$ cat src/verilog/dmrb_pkg.sv
// Package for the display miscellaneous register bank: offsets, field layouts, reset values.
// Assumes a byte-addressed register port with 32-bit data words.
package dmrb_pkg;
	localparam int unsigned ADDR_W = 16;
	localparam int unsigned DATA_W = 32;

	localparam logic [15:0] OFS_CHIP_IDENTIFIER       = 16'h0000;
	localparam logic [15:0] OFS_FRAME_COUNTER         = 16'h0004;
	localparam logic [15:0] OFS_HOST_LINK_WIDTH       = 16'h0188;
	localparam logic [15:0] OFS_VARIABLE_REFRESH      = 16'h057c;
	localparam logic [15:0] OFS_LINE_UNDERRUN_COUNT   = 16'h060c;
	localparam logic [15:0] OFS_STRETCHED_LINE_MAX    = 16'h0610;
	localparam logic [15:0] OFS_FRACTIONAL_PCLK_CFG   = 16'h0614;
	localparam logic [15:0] OFS_PIXELS_PER_CLOCK      = 16'h0618;

	// Identifier value is arbitrary; set per product
	localparam logic [7:0]  CHIP_ID_DEFAULT           = 8'h5a;

	localparam int unsigned LINK_WIDTH_LSB            = 0;
	localparam int unsigned LINK_WIDTH_W              = 2;
	localparam int unsigned EXTRA_DUMMY_BIT           = 2;
	localparam int unsigned FRAC_FREQ_LSB             = 0;
	localparam int unsigned FRAC_FREQ_W               = 10;
	localparam int unsigned FRAC_RANGE_LSB            = 10;
	localparam int unsigned FRAC_RANGE_W              = 2;
	localparam int unsigned LINE_MAX_W                = 12;

	localparam logic [31:0] FRAME_COUNTER_RESET       = 32'h0000_0000;
	localparam logic [31:0] UNDERRUN_COUNTER_RESET    = 32'h0000_0000;
	localparam logic [1:0]  LINK_WIDTH_RESET          = 2'h0;
	localparam logic        EXTRA_DUMMY_RESET         = 1'b0;
	localparam logic        VARIABLE_REFRESH_RESET    = 1'b1;
	localparam logic [11:0] LINE_MAX_RESET            = 12'h000;
	localparam logic [11:0] FRAC_PCLK_RESET           = 12'h8a1;
	localparam logic        PIXELS_PER_CLOCK_RESET    = 1'b0;

	typedef enum logic [1:0] {
		DMRB_LINK_SINGLE = 2'h0,
		DMRB_LINK_DUAL   = 2'h1,
		DMRB_LINK_QUAD   = 2'h2,
		DMRB_LINK_UNDEF  = 2'h3
	} dmrb_link_width_t;

	localparam logic [7:0]  PIXEL_CLOCK_DIV_EXTERNAL_SYNC_MODE   = 8'h01;
endpackage

$ cat src/verilog/dmrb_register_bank.sv
// Miscellaneous display register bank: identifier, frame and underrun counters,
// host link width, variable refresh, stretched line limit, fractional pixel clock, pixel width.
// Assumes a simple synchronous register port from the host link decoder, and
// frame and underrun event pulses from the display pipeline on the same clock.
`timescale 1ns/1ps
// What this block does
// RULE1: Frame counter clears on reset, counts each displayed frame, wraps.
// RULE2: Fixed 8-bit identifier in low byte at offset zero, upper bits zero.
// RULE3: Host reads identifier after boot to confirm family and working mode.
// RULE4: Link width field: 00 single, 01 dual, 10 quad, 11 undefined.
// RULE5: Bit 2 set adds one dummy byte to every serial read.
// RULE6: Variable refresh enable, reset one, lowers rate during complex drawing.
// RULE7: Underrun counter resets to zero, counts every underrun line.
// RULE8: Software samples underrun counter per frame swap to detect underruns.
// RULE9: 12-bit stretched line maximum; zero disables; resets to zero.
// RULE10: Software sets stretched line maximum above the total line cycles.
// RULE11: Fractional clock: frequency bits 9..0, range 11..10, used in external sync.
// RULE12: Bit 0 selects one or two output pixels per pixel clock.
// RULE13: In two-pixel mode software loads even horizontal timing values.
// RULE14: Reserved bits read zero and ignore writes.
module dmrb_register_bank
	import dmrb_pkg::*;
#(
	parameter logic [7:0] CHIP_ID = dmrb_pkg::CHIP_ID_DEFAULT
) (
	input  wire logic                          core_clk_in,
	input  wire logic                          reset_in,
	input  wire logic                          reg_wr_en_in,
	input  wire logic                          reg_rd_en_in,
	input  wire logic [dmrb_pkg::ADDR_W-1:0]   reg_addr_in,
	input  wire logic [dmrb_pkg::DATA_W-1:0]   reg_wr_data_in,
	input  wire logic                          frame_done_in,
	input  wire logic                          line_underrun_in,
	input  wire logic                          complex_drawing_in,
	input  wire logic [7:0]                    pixel_clock_div_in,
	output logic [dmrb_pkg::DATA_W-1:0]        reg_rd_data_out,
	output logic                               reg_rd_valid_out,
	output logic [1:0]                         link_width_out,
	output logic                               link_width_undefined_out,
	output logic                               extra_dummy_byte_out,
	output logic                               variable_refresh_en_out,
	output logic                               reduce_frame_rate_out,
	output logic [11:0]                        stretched_line_max_out,
	output logic                               stretched_line_en_out,
	output logic [9:0]                         frac_pclk_freq_out,
	output logic [1:0]                         frac_pclk_range_out,
	output logic                               frac_pclk_active_out,
	output logic                               two_pixels_per_clock_out,
	output logic [31:0]                        frame_count_out,
	output logic [31:0]                        underrun_count_out
);
	import dmrb_pkg::*;

	typedef struct packed {
		logic [31:0] rd_data;
		logic        rd_valid;
		logic [1:0]  link_width;
		logic        extra_dummy;
		logic        var_refresh;
		logic        reduce_rate;
		logic [11:0] line_max;
		logic [11:0] frac_cfg;
		logic        frac_active;
		logic        two_pixels;
		logic        width_undef;
		logic        line_en;
	} dmrb_state_t;

	dmrb_state_t state_q;
	dmrb_state_t state_d;
	logic [31:0] frame_count;
	logic [31:0] underrun_count;

	dmrb_event_counter #(
		.WIDTH (32)
	) u_frame_counter (
		.core_clk_in (core_clk_in),
		.reset_in    (reset_in),
		.event_in    (frame_done_in), // RULE1
		.count_out   (frame_count)
	);

	dmrb_event_counter #(
		.WIDTH (32)
	) u_underrun_counter (
		.core_clk_in (core_clk_in),
		.reset_in    (reset_in),
		.event_in    (line_underrun_in), // RULE7
		.count_out   (underrun_count)
	);

	always_comb begin
		state_d = state_q;
		state_d.rd_valid = reg_rd_en_in;

		// Writes: only the documented field bits are stored, the rest is dropped
		if (reg_wr_en_in) begin
			case (reg_addr_in)
				OFS_HOST_LINK_WIDTH: begin
					state_d.link_width  = reg_wr_data_in[LINK_WIDTH_LSB +: LINK_WIDTH_W]; // RULE4
					state_d.extra_dummy = reg_wr_data_in[EXTRA_DUMMY_BIT]; // RULE5
				end
				OFS_VARIABLE_REFRESH: begin
					state_d.var_refresh = reg_wr_data_in[0]; // RULE6
				end
				OFS_STRETCHED_LINE_MAX: begin
					state_d.line_max = reg_wr_data_in[LINE_MAX_W-1:0]; // RULE9
				end
				OFS_FRACTIONAL_PCLK_CFG: begin
					state_d.frac_cfg = reg_wr_data_in[FRAC_RANGE_LSB+FRAC_RANGE_W-1:0]; // RULE11
				end
				OFS_PIXELS_PER_CLOCK: begin
					state_d.two_pixels = reg_wr_data_in[0]; // RULE12
				end
				default: begin
				end
			endcase
		end

		// Reads: unmapped offsets and reserved bits return zero
		state_d.rd_data = 32'h0000_0000; // RULE14
		if (reg_rd_en_in) begin
			case (reg_addr_in)
				OFS_CHIP_IDENTIFIER: begin
					state_d.rd_data = {24'h00_0000, CHIP_ID}; // RULE2
				end
				OFS_FRAME_COUNTER: begin
					state_d.rd_data = frame_count; // RULE1
				end
				OFS_HOST_LINK_WIDTH: begin
					state_d.rd_data = {29'h0000_0000, state_q.extra_dummy, state_q.link_width};
				end
				OFS_VARIABLE_REFRESH: begin
					state_d.rd_data = {31'h0000_0000, state_q.var_refresh};
				end
				OFS_LINE_UNDERRUN_COUNT: begin
					state_d.rd_data = underrun_count; // RULE7
				end
				OFS_STRETCHED_LINE_MAX: begin
					state_d.rd_data = {20'h0_0000, state_q.line_max};
				end
				OFS_FRACTIONAL_PCLK_CFG: begin
					state_d.rd_data = {20'h0_0000, state_q.frac_cfg};
				end
				OFS_PIXELS_PER_CLOCK: begin
					state_d.rd_data = {31'h0000_0000, state_q.two_pixels};
				end
				default: begin
					state_d.rd_data = 32'h0000_0000;
				end
			endcase
		end

		// Frame rate is only lowered while enabled; disabled keeps a fixed rate
		state_d.reduce_rate = state_q.var_refresh & complex_drawing_in; // RULE6
		// Fractional settings take effect only in external sync mode
		state_d.frac_active = (pixel_clock_div_in == PIXEL_CLOCK_DIV_EXTERNAL_SYNC_MODE); // RULE11
		// Decoded from the next value so the flags line up with their registered fields
		state_d.width_undef = (state_d.link_width == DMRB_LINK_UNDEF); // RULE4
		state_d.line_en     = (state_d.line_max != LINE_MAX_RESET); // RULE9
	end

	always_ff @(posedge core_clk_in) begin
		if (reset_in) begin
			state_q.rd_data     <= 32'h0000_0000;
			state_q.rd_valid    <= 1'b0;
			state_q.link_width  <= LINK_WIDTH_RESET;
			state_q.extra_dummy <= EXTRA_DUMMY_RESET;
			state_q.var_refresh <= VARIABLE_REFRESH_RESET;
			state_q.reduce_rate <= 1'b0;
			state_q.line_max    <= LINE_MAX_RESET;
			state_q.frac_cfg    <= FRAC_PCLK_RESET;
			state_q.frac_active <= 1'b0;
			state_q.two_pixels  <= PIXELS_PER_CLOCK_RESET;
			state_q.width_undef <= 1'b0;
			state_q.line_en     <= 1'b0;
		end else begin
			state_q <= state_d;
		end
	end

	assign reg_rd_data_out          = state_q.rd_data;
	assign reg_rd_valid_out         = state_q.rd_valid;
	assign link_width_out           = state_q.link_width; // RULE4
	// Value 11 is flagged so the link logic can hold its current mode
	assign link_width_undefined_out = state_q.width_undef; // RULE4
	assign extra_dummy_byte_out     = state_q.extra_dummy; // RULE5
	assign variable_refresh_en_out  = state_q.var_refresh;
	assign reduce_frame_rate_out    = state_q.reduce_rate;
	assign stretched_line_max_out   = state_q.line_max;
	assign stretched_line_en_out    = state_q.line_en; // RULE9
	assign frac_pclk_freq_out       = state_q.frac_cfg[FRAC_FREQ_LSB +: FRAC_FREQ_W];
	assign frac_pclk_range_out      = state_q.frac_cfg[FRAC_RANGE_LSB +: FRAC_RANGE_W];
	assign frac_pclk_active_out     = state_q.frac_active;
	assign two_pixels_per_clock_out = state_q.two_pixels; // RULE12
	assign frame_count_out          = frame_count;
	assign underrun_count_out       = underrun_count;
endmodule

$ cat src/verilog/dmrb_event_counter.sv
// Wrapping 32-bit event counter with synchronous clear.
// Assumes the event pulse is on the same clock as the counter.
`timescale 1ns/1ps
module dmrb_event_counter #(
	parameter int unsigned WIDTH = 32
) (
	input  wire logic             core_clk_in,
	input  wire logic             reset_in,
	input  wire logic             event_in,
	output logic [WIDTH-1:0]      count_out
);
	typedef struct packed {
		logic [WIDTH-1:0] count;
	} dmrb_cnt_state_t;

	dmrb_cnt_state_t state_q;
	dmrb_cnt_state_t state_d;

	always_comb begin
		state_d = state_q;
		// Natural overflow gives the wrap
		if (event_in) begin
			state_d.count = state_q.count + {{(WIDTH-1){1'b0}}, 1'b1};
		end
	end

	always_ff @(posedge core_clk_in) begin
		if (reset_in) begin
			state_q <= '0;
		end else begin
			state_q <= state_d;
		end
	end

	assign count_out = state_q.count;
endmodule

$ cat config.mk
export PLATFORM = sky130hd
export DESIGN_NAME = dmrb_register_bank
export DESIGN_NICKNAME = d
export VERILOG_FILES = /design/src/verilog/dmrb_pkg.sv /design/src/verilog/dmrb_register_bank.sv /design/src/verilog/dmrb_event_counter.sv
export SDC_FILE = /design/constraint.sdc
export NUM_CORES = 1
export LEC_CHECK = 0
export BUFFER_PORTS_ARGS = -buffer_cell sky130_fd_sc_hd__buf_2
export CAP_MARGIN = 20
export CORE_ASPECT_RATIO = 0.9
export CORE_MARGIN = 4
export CORE_UTILIZATION = 51
export DETAILED_ROUTE_END_ITERATION = 10
export GPL_TIMING_DRIVEN = 0
export PLACE_DENSITY = 0.8
export SYNTH_ARGS = -nofsm -noshare
export SYNTH_HDL_FRONTEND = slang
export SYNTH_HIERARCHICAL = 1
export SYNTH_SLANG_ARGS = --single-unit
$ cat constraint.sdc
create_clock -name core_clk_in -period 2.74 [get_ports core_clk_in]
set_input_delay 0.274 -clock core_clk_in [delete_from_list [all_inputs] [get_ports core_clk_in]]
set_output_delay 0.274 -clock core_clk_in [all_outputs]
set_load 0.02 [all_outputs]
==> metrics.json <==
{
  "route": {
    "routed_via_density": 5.96,
    "ant_nets": 0,
    "number_of_remaining_drc_errors": 0,
    "wl_per_cell_um": 18.6,
    "detail_route.wirelength_mm": 19.0,
    "drt_iter0_drc": 806,
    "overall_via_count_from_detail_route": 6106,
    "drtPass1Iterations": 6
  },
  "layout": {
    "multiInputGateArea_mm2": 0.00307,
    "area.sequential_mm2": 0.00260,
    "n_fill_cell": 871,
    "num_antenna_cells": 0,
    "num-nets-final": 926,
    "drive_above_1_share_pct": 27.6,
    "finish.cell_count_without_fillers": 1025,
    "areaGrowthSynthToFinish_pct": 28.7,
    "finalInstanceArea_mm2": 0.00757
  },
  "timing": {
    "timing.fmax_mhz": 395,
    "minimum_hold_slack_ns": 0.0154,
    "fin_crit_ns": 2.53,
    "max-slew-margin-rel_pct": 37.6,
    "report.final.slew_viol_count": 0,
    "grt_setup_unrepaired": "false",
    "final-setup-viol-count": 0,
    "worst_pin_slew_ns": 0.928,
    "period_utilization_post_route_pct": 92.5,
    "worst_skew_ns": 0.00510,
    "timing_hold_violations_final": 0
  },
  "clock_network": {
    "hold_buffers": 0,
    "cts_max_level": 4,
    "tritoncts_num_sinks": 130,
    "worst_setup_hold_path_clk_slew_ns": 0.06,
    "clock_tree.root_cell": "sky130_fd_sc_hd__clkbuf_16",
    "insertion_delay_of_the_later_clocked_pin_in_the_worst_skew_pair_ns": 0.41,
    "tritoncts": "done",
    "clock_tree.buffer_depth": 2,
    "numCtsBuffers": 17,
    "cts_setup_buffers": 0
  },
  "hold_path": {
    "worst_hold_path_type": "primary input to flop",
    "worst_hold_path.endpoint": "frac_pclk_active_out",
    "min_from": "pixel_clock_div_in[6]",
    "timing.hold.worst_path_depth": 2
  },
  "yosys": {
    "synth-edff-count": 0,
    "synthMostInstantiatedCell": "sky130_fd_sc_hd__dfxtp_1",
    "synthTopCellsByArea": "sky130_fd_sc_hd__dfxtp_1, sky130_fd_sc_hd__nor2_1, sky130_fd_sc_hd__a22oi_1",
    "ys_async_sr_fraction_pct": 0,
    "syn-mean-instance-area_um2": 8.73,
    "synthTopCellsByCount": "sky130_fd_sc_hd__dfxtp_1, sky130_fd_sc_hd__nor2_1, sky130_fd_sc_hd__a22oi_1, sky130_fd_sc_hd__a21oi_1, sky130_fd_sc_hd__nand2_1",
    "share_of_the_synthesized_area_in_the_top_cell_type_pct": 44.2,
    "synth-seq-cells": 130,
    "synth.largest_area_cell": "sky130_fd_sc_hd__dfxtp_1",
    "post_synth_instance_area_mm2": 0.00588,
    "yosysSeqAreaShare_pct": 44.2,
    "postSynthCellCount": 674,
    "synth_ff_type": "sky130_fd_sc_hd__dfxtp_1",
    "netlist-cell-type-count": 46,
    "synth_fp_nets": 739,
    "yosys_warnings": 6
  },
  "placement": {
    "dpl.cell_count": 994,
    "dp_hpwl_mm": 14.0,
    "placed_cell_area_mm2": 0.00692,
    "place.gp.congestion": 0.930,
    "numPortBuffers": 168
  },
  "grt": {
    "first_global_vias": 5508,
    "maximum_number_of_pins_on_one_net_before_global_route_repair": 17,
    "grt_antenna_before_repair": 0,
    "grt_use_total_pct": 28.1,
    "first_pass_grt_wire_length_mm": 29.3,
    "grt_overflow_total": 0
  },
  "power_and_ir_drop": {
    "power_frac_seq_pct": 41.9,
    "powerDensity_mw_per_mm2": 602,
    "ir_drop_mv": 0.283,
    "leakage_nw": 3.24,
    "power.switching_fraction_pct": 20.3,
    "switching_power_w": 0.000927,
    "internal_power_w": 0.00363,
    "pwr-share-clk_pct": 54.6,
    "comb_power_share_pct": 3.4
  },
  "setup_path": {
    "endpoint_kind": "flop",
    "worst-endpoint-arrival_ns": 2.81,
    "critPathKind": "primary input to flop",
    "reg2reg_from": "u_frame_counter/count_out[8]",
    "r2r_setup_slack_ns": 0.53,
    "worst-endpoint-required_ns": 3.02,
    "startpoint_class": "primary input",
    "crit-reg2reg-capture": "u_frame_counter/count_out[30]",
    "r2r_cells": 5,
    "cp_max_fo": 10
  },
  "run_status": {
    "status": "complete, no violations"
  },
  "run": {
    "max_cap_violations": 0
  },
  "floorplan": {
    "start_util_pct": 53.3,
    "chipHeight_um": 110,
    "io-pin-count": 193,
    "core_outline_area_mm2": 0.0110,
    "die_area_mm2": 0.0133,
    "num_rows": 36,
    "die_w_um": 121
  }
}
==> what timing repair did <==
| item | in CTS | in global routing |
|---|---|---|
| endpoints found under the hold margin | 0 | 0 |
| resized for setup | 0 | 2 |
| setup endpoints to repair | 0 | 20 |
==> worst max-delay path, stage by stage <==
cell and delay, ns:
sky130_fd_sc_hd__buf_2 0.11, sky130_fd_sc_hd__nor4bb_1 0.68, sky130_fd_sc_hd__nand4b_1 0.50, sky130_fd_sc_hd__nor2b_1 0.21, sky130_fd_sc_hd__buf_2 0.22, sky130_fd_sc_hd__nand2_1 0.19, sky130_fd_sc_hd__buf_2 0.31, sky130_fd_sc_hd__mux2i_1 0.25
sky130_fd_sc_hd__nor2_1 0.06
==> cell families after synthesis <==
group,after synthesis,synth area share (%)
multiplexers,45,8.12
flip-flops,130,44.2
XOR/XNOR,26,3.87
buffers and inverters,51,3.83
AND/OR/NAND/NOR,319,28.3
adder cells (fa/ha/maj),2,0.425
AO/OA/AOI/OAI,101,11.2
==> placed cells by master (no fill, tap or decap), types with 4 or more instances in the layout <==
master	synthesis	layout
sky130_fd_sc_hd__o31ai_1	6	6
sky130_fd_sc_hd__nor2b_1	23	23
sky130_fd_sc_hd__nor3b_1	4	4
sky130_fd_sc_hd__clkbuf_16	0	17
sky130_fd_sc_hd__nand3_1	25	25
sky130_fd_sc_hd__inv_1	13	13
sky130_fd_sc_hd__nor4_1	16	15
sky130_fd_sc_hd__nor2_1	116	115
sky130_fd_sc_hd__clkbuf_1	26	27
sky130_fd_sc_hd__mux2_2	18	18
sky130_fd_sc_hd__a22oi_1	37	37
sky130_fd_sc_hd__xor2_1	18	18
sky130_fd_sc_hd__or3_1	9	9
sky130_fd_sc_hd__buf_2	9	177
sky130_fd_sc_hd__or4_1	11	11
sky130_fd_sc_hd__and3_1	5	5
sky130_fd_sc_hd__o21ai_0	8	8
sky130_fd_sc_hd__nand2_1	33	33
sky130_fd_sc_hd__nand4_1	26	26
sky130_fd_sc_hd__nor3_1	23	23
sky130_fd_sc_hd__mux2i_1	23	23
sky130_fd_sc_hd__a21oi_1	35	35
sky130_fd_sc_hd__xnor2_1	8	8
sky130_fd_sc_hd__nand3b_1	4	4
sky130_fd_sc_hd__bufinv_16	0	5
sky130_fd_sc_hd__mux2_1	4	4
sky130_fd_sc_hd__and4_1	8	8
sky130_fd_sc_hd__dfxtp_1	130	130
sky130_fd_sc_hd__a211o_1	4	4
==> sequential cells by signal (all words and copies together), names as in the netlist <==
register                      cells
two_pixels_per_clock_out          1
stretched_line_en_out             1
frac_pclk_range_out               2
stretched_line_max_out           12
reg_rd_valid_out                  1
u_underrun_counter/count_out     32
reduce_frame_rate_out             1
variable_refresh_en_out           1
link_width_undefined_out          1
link_width_out                    2
frac_pclk_freq_out               10
extra_dummy_byte_out              1
frac_pclk_active_out              1
u_frame_counter/count_out        32
reg_rd_data_out                  32
==> final cells by class <==
| cell class | count | share of cell area [%] |
|---|---|---|
| well taps | 152 | 2.51 |
| flip-flops and latches | 130 | 34.4 |
| multi-input cells | 493 | 40.5 |
| plain buffers | 38 | 2.33 |
| inverters | 13 | 0.644 |
| clock inverters | 10 | 2.38 |
| repair buffers | 168 | 11.1 |
| clock buffers | 21 | 6.21 |
==> power groups by stage <==
stage / sequential, W / clock, W / combinational [W]
CTS: 0.00191 / 0.00250 / 0.000153
global route: 0.00191 / 0.00259 / 0.000172
detailed placement: 0.00195 / 0 / 0.000152
floorplan: 0.00196 / 0 / 0.0000684
finish: 0.00191 / 0.00249 / 0.000157
global placement: 0.00195 / 0 / 0.000146
==> layer usage <==
| metal | share of wire [%] | track usage [%] | up-vias |
|---|---|---|---|
| li1 | - | - | 2809 |
| met1 | 40 | 37.9 | 2890 |
| met2 | 48 | 44.7 | 357 |
| met3 | 9.1 | 5.76 | 50 |
| met4 | 2.9 | 10.6 | 0 |
| met5 | 0 | 0 | - |
==> metrics by stage <==
| stage | utilization, % | power [W] | setup WS, ns | setup TNS (ns) |
|---|---|---|---|---|
| floorplan | - | 0.00203 | 0.534 | 0 |
| global placement | 62.7 | 0.00210 | -0.0552 | -0.573 |
| detailed placement | 62.7 | 0.00210 | -0.197 | -3.03 |
| CTS | 68.6 | 0.00456 | 0.198 | 0 |
| global route | 68.6 | 0.00468 | 0.00715 | 0 |
| finish | 68.6 | 0.00456 | 0.207 | 0 |
==> worst max path at each step <==
stage / cells after the start / start / to
after CTS: 7 / reg_addr_in[8] / reg_rd_data_out[24]
final: 9 / reg_addr_in[8] / stretched_line_max_out[3]
after global routing: 9 / reg_addr_in[8] / stretched_line_max_out[3]
after detailed placement: 7 / reg_addr_in[8] / reg_rd_data_out[24]
after floorplan: 8 / reg_addr_in[4] / reg_rd_data_out[4]
after global placement: 7 / reg_addr_in[8] / reg_rd_data_out[31]
(Power assumes the default switching activity.)
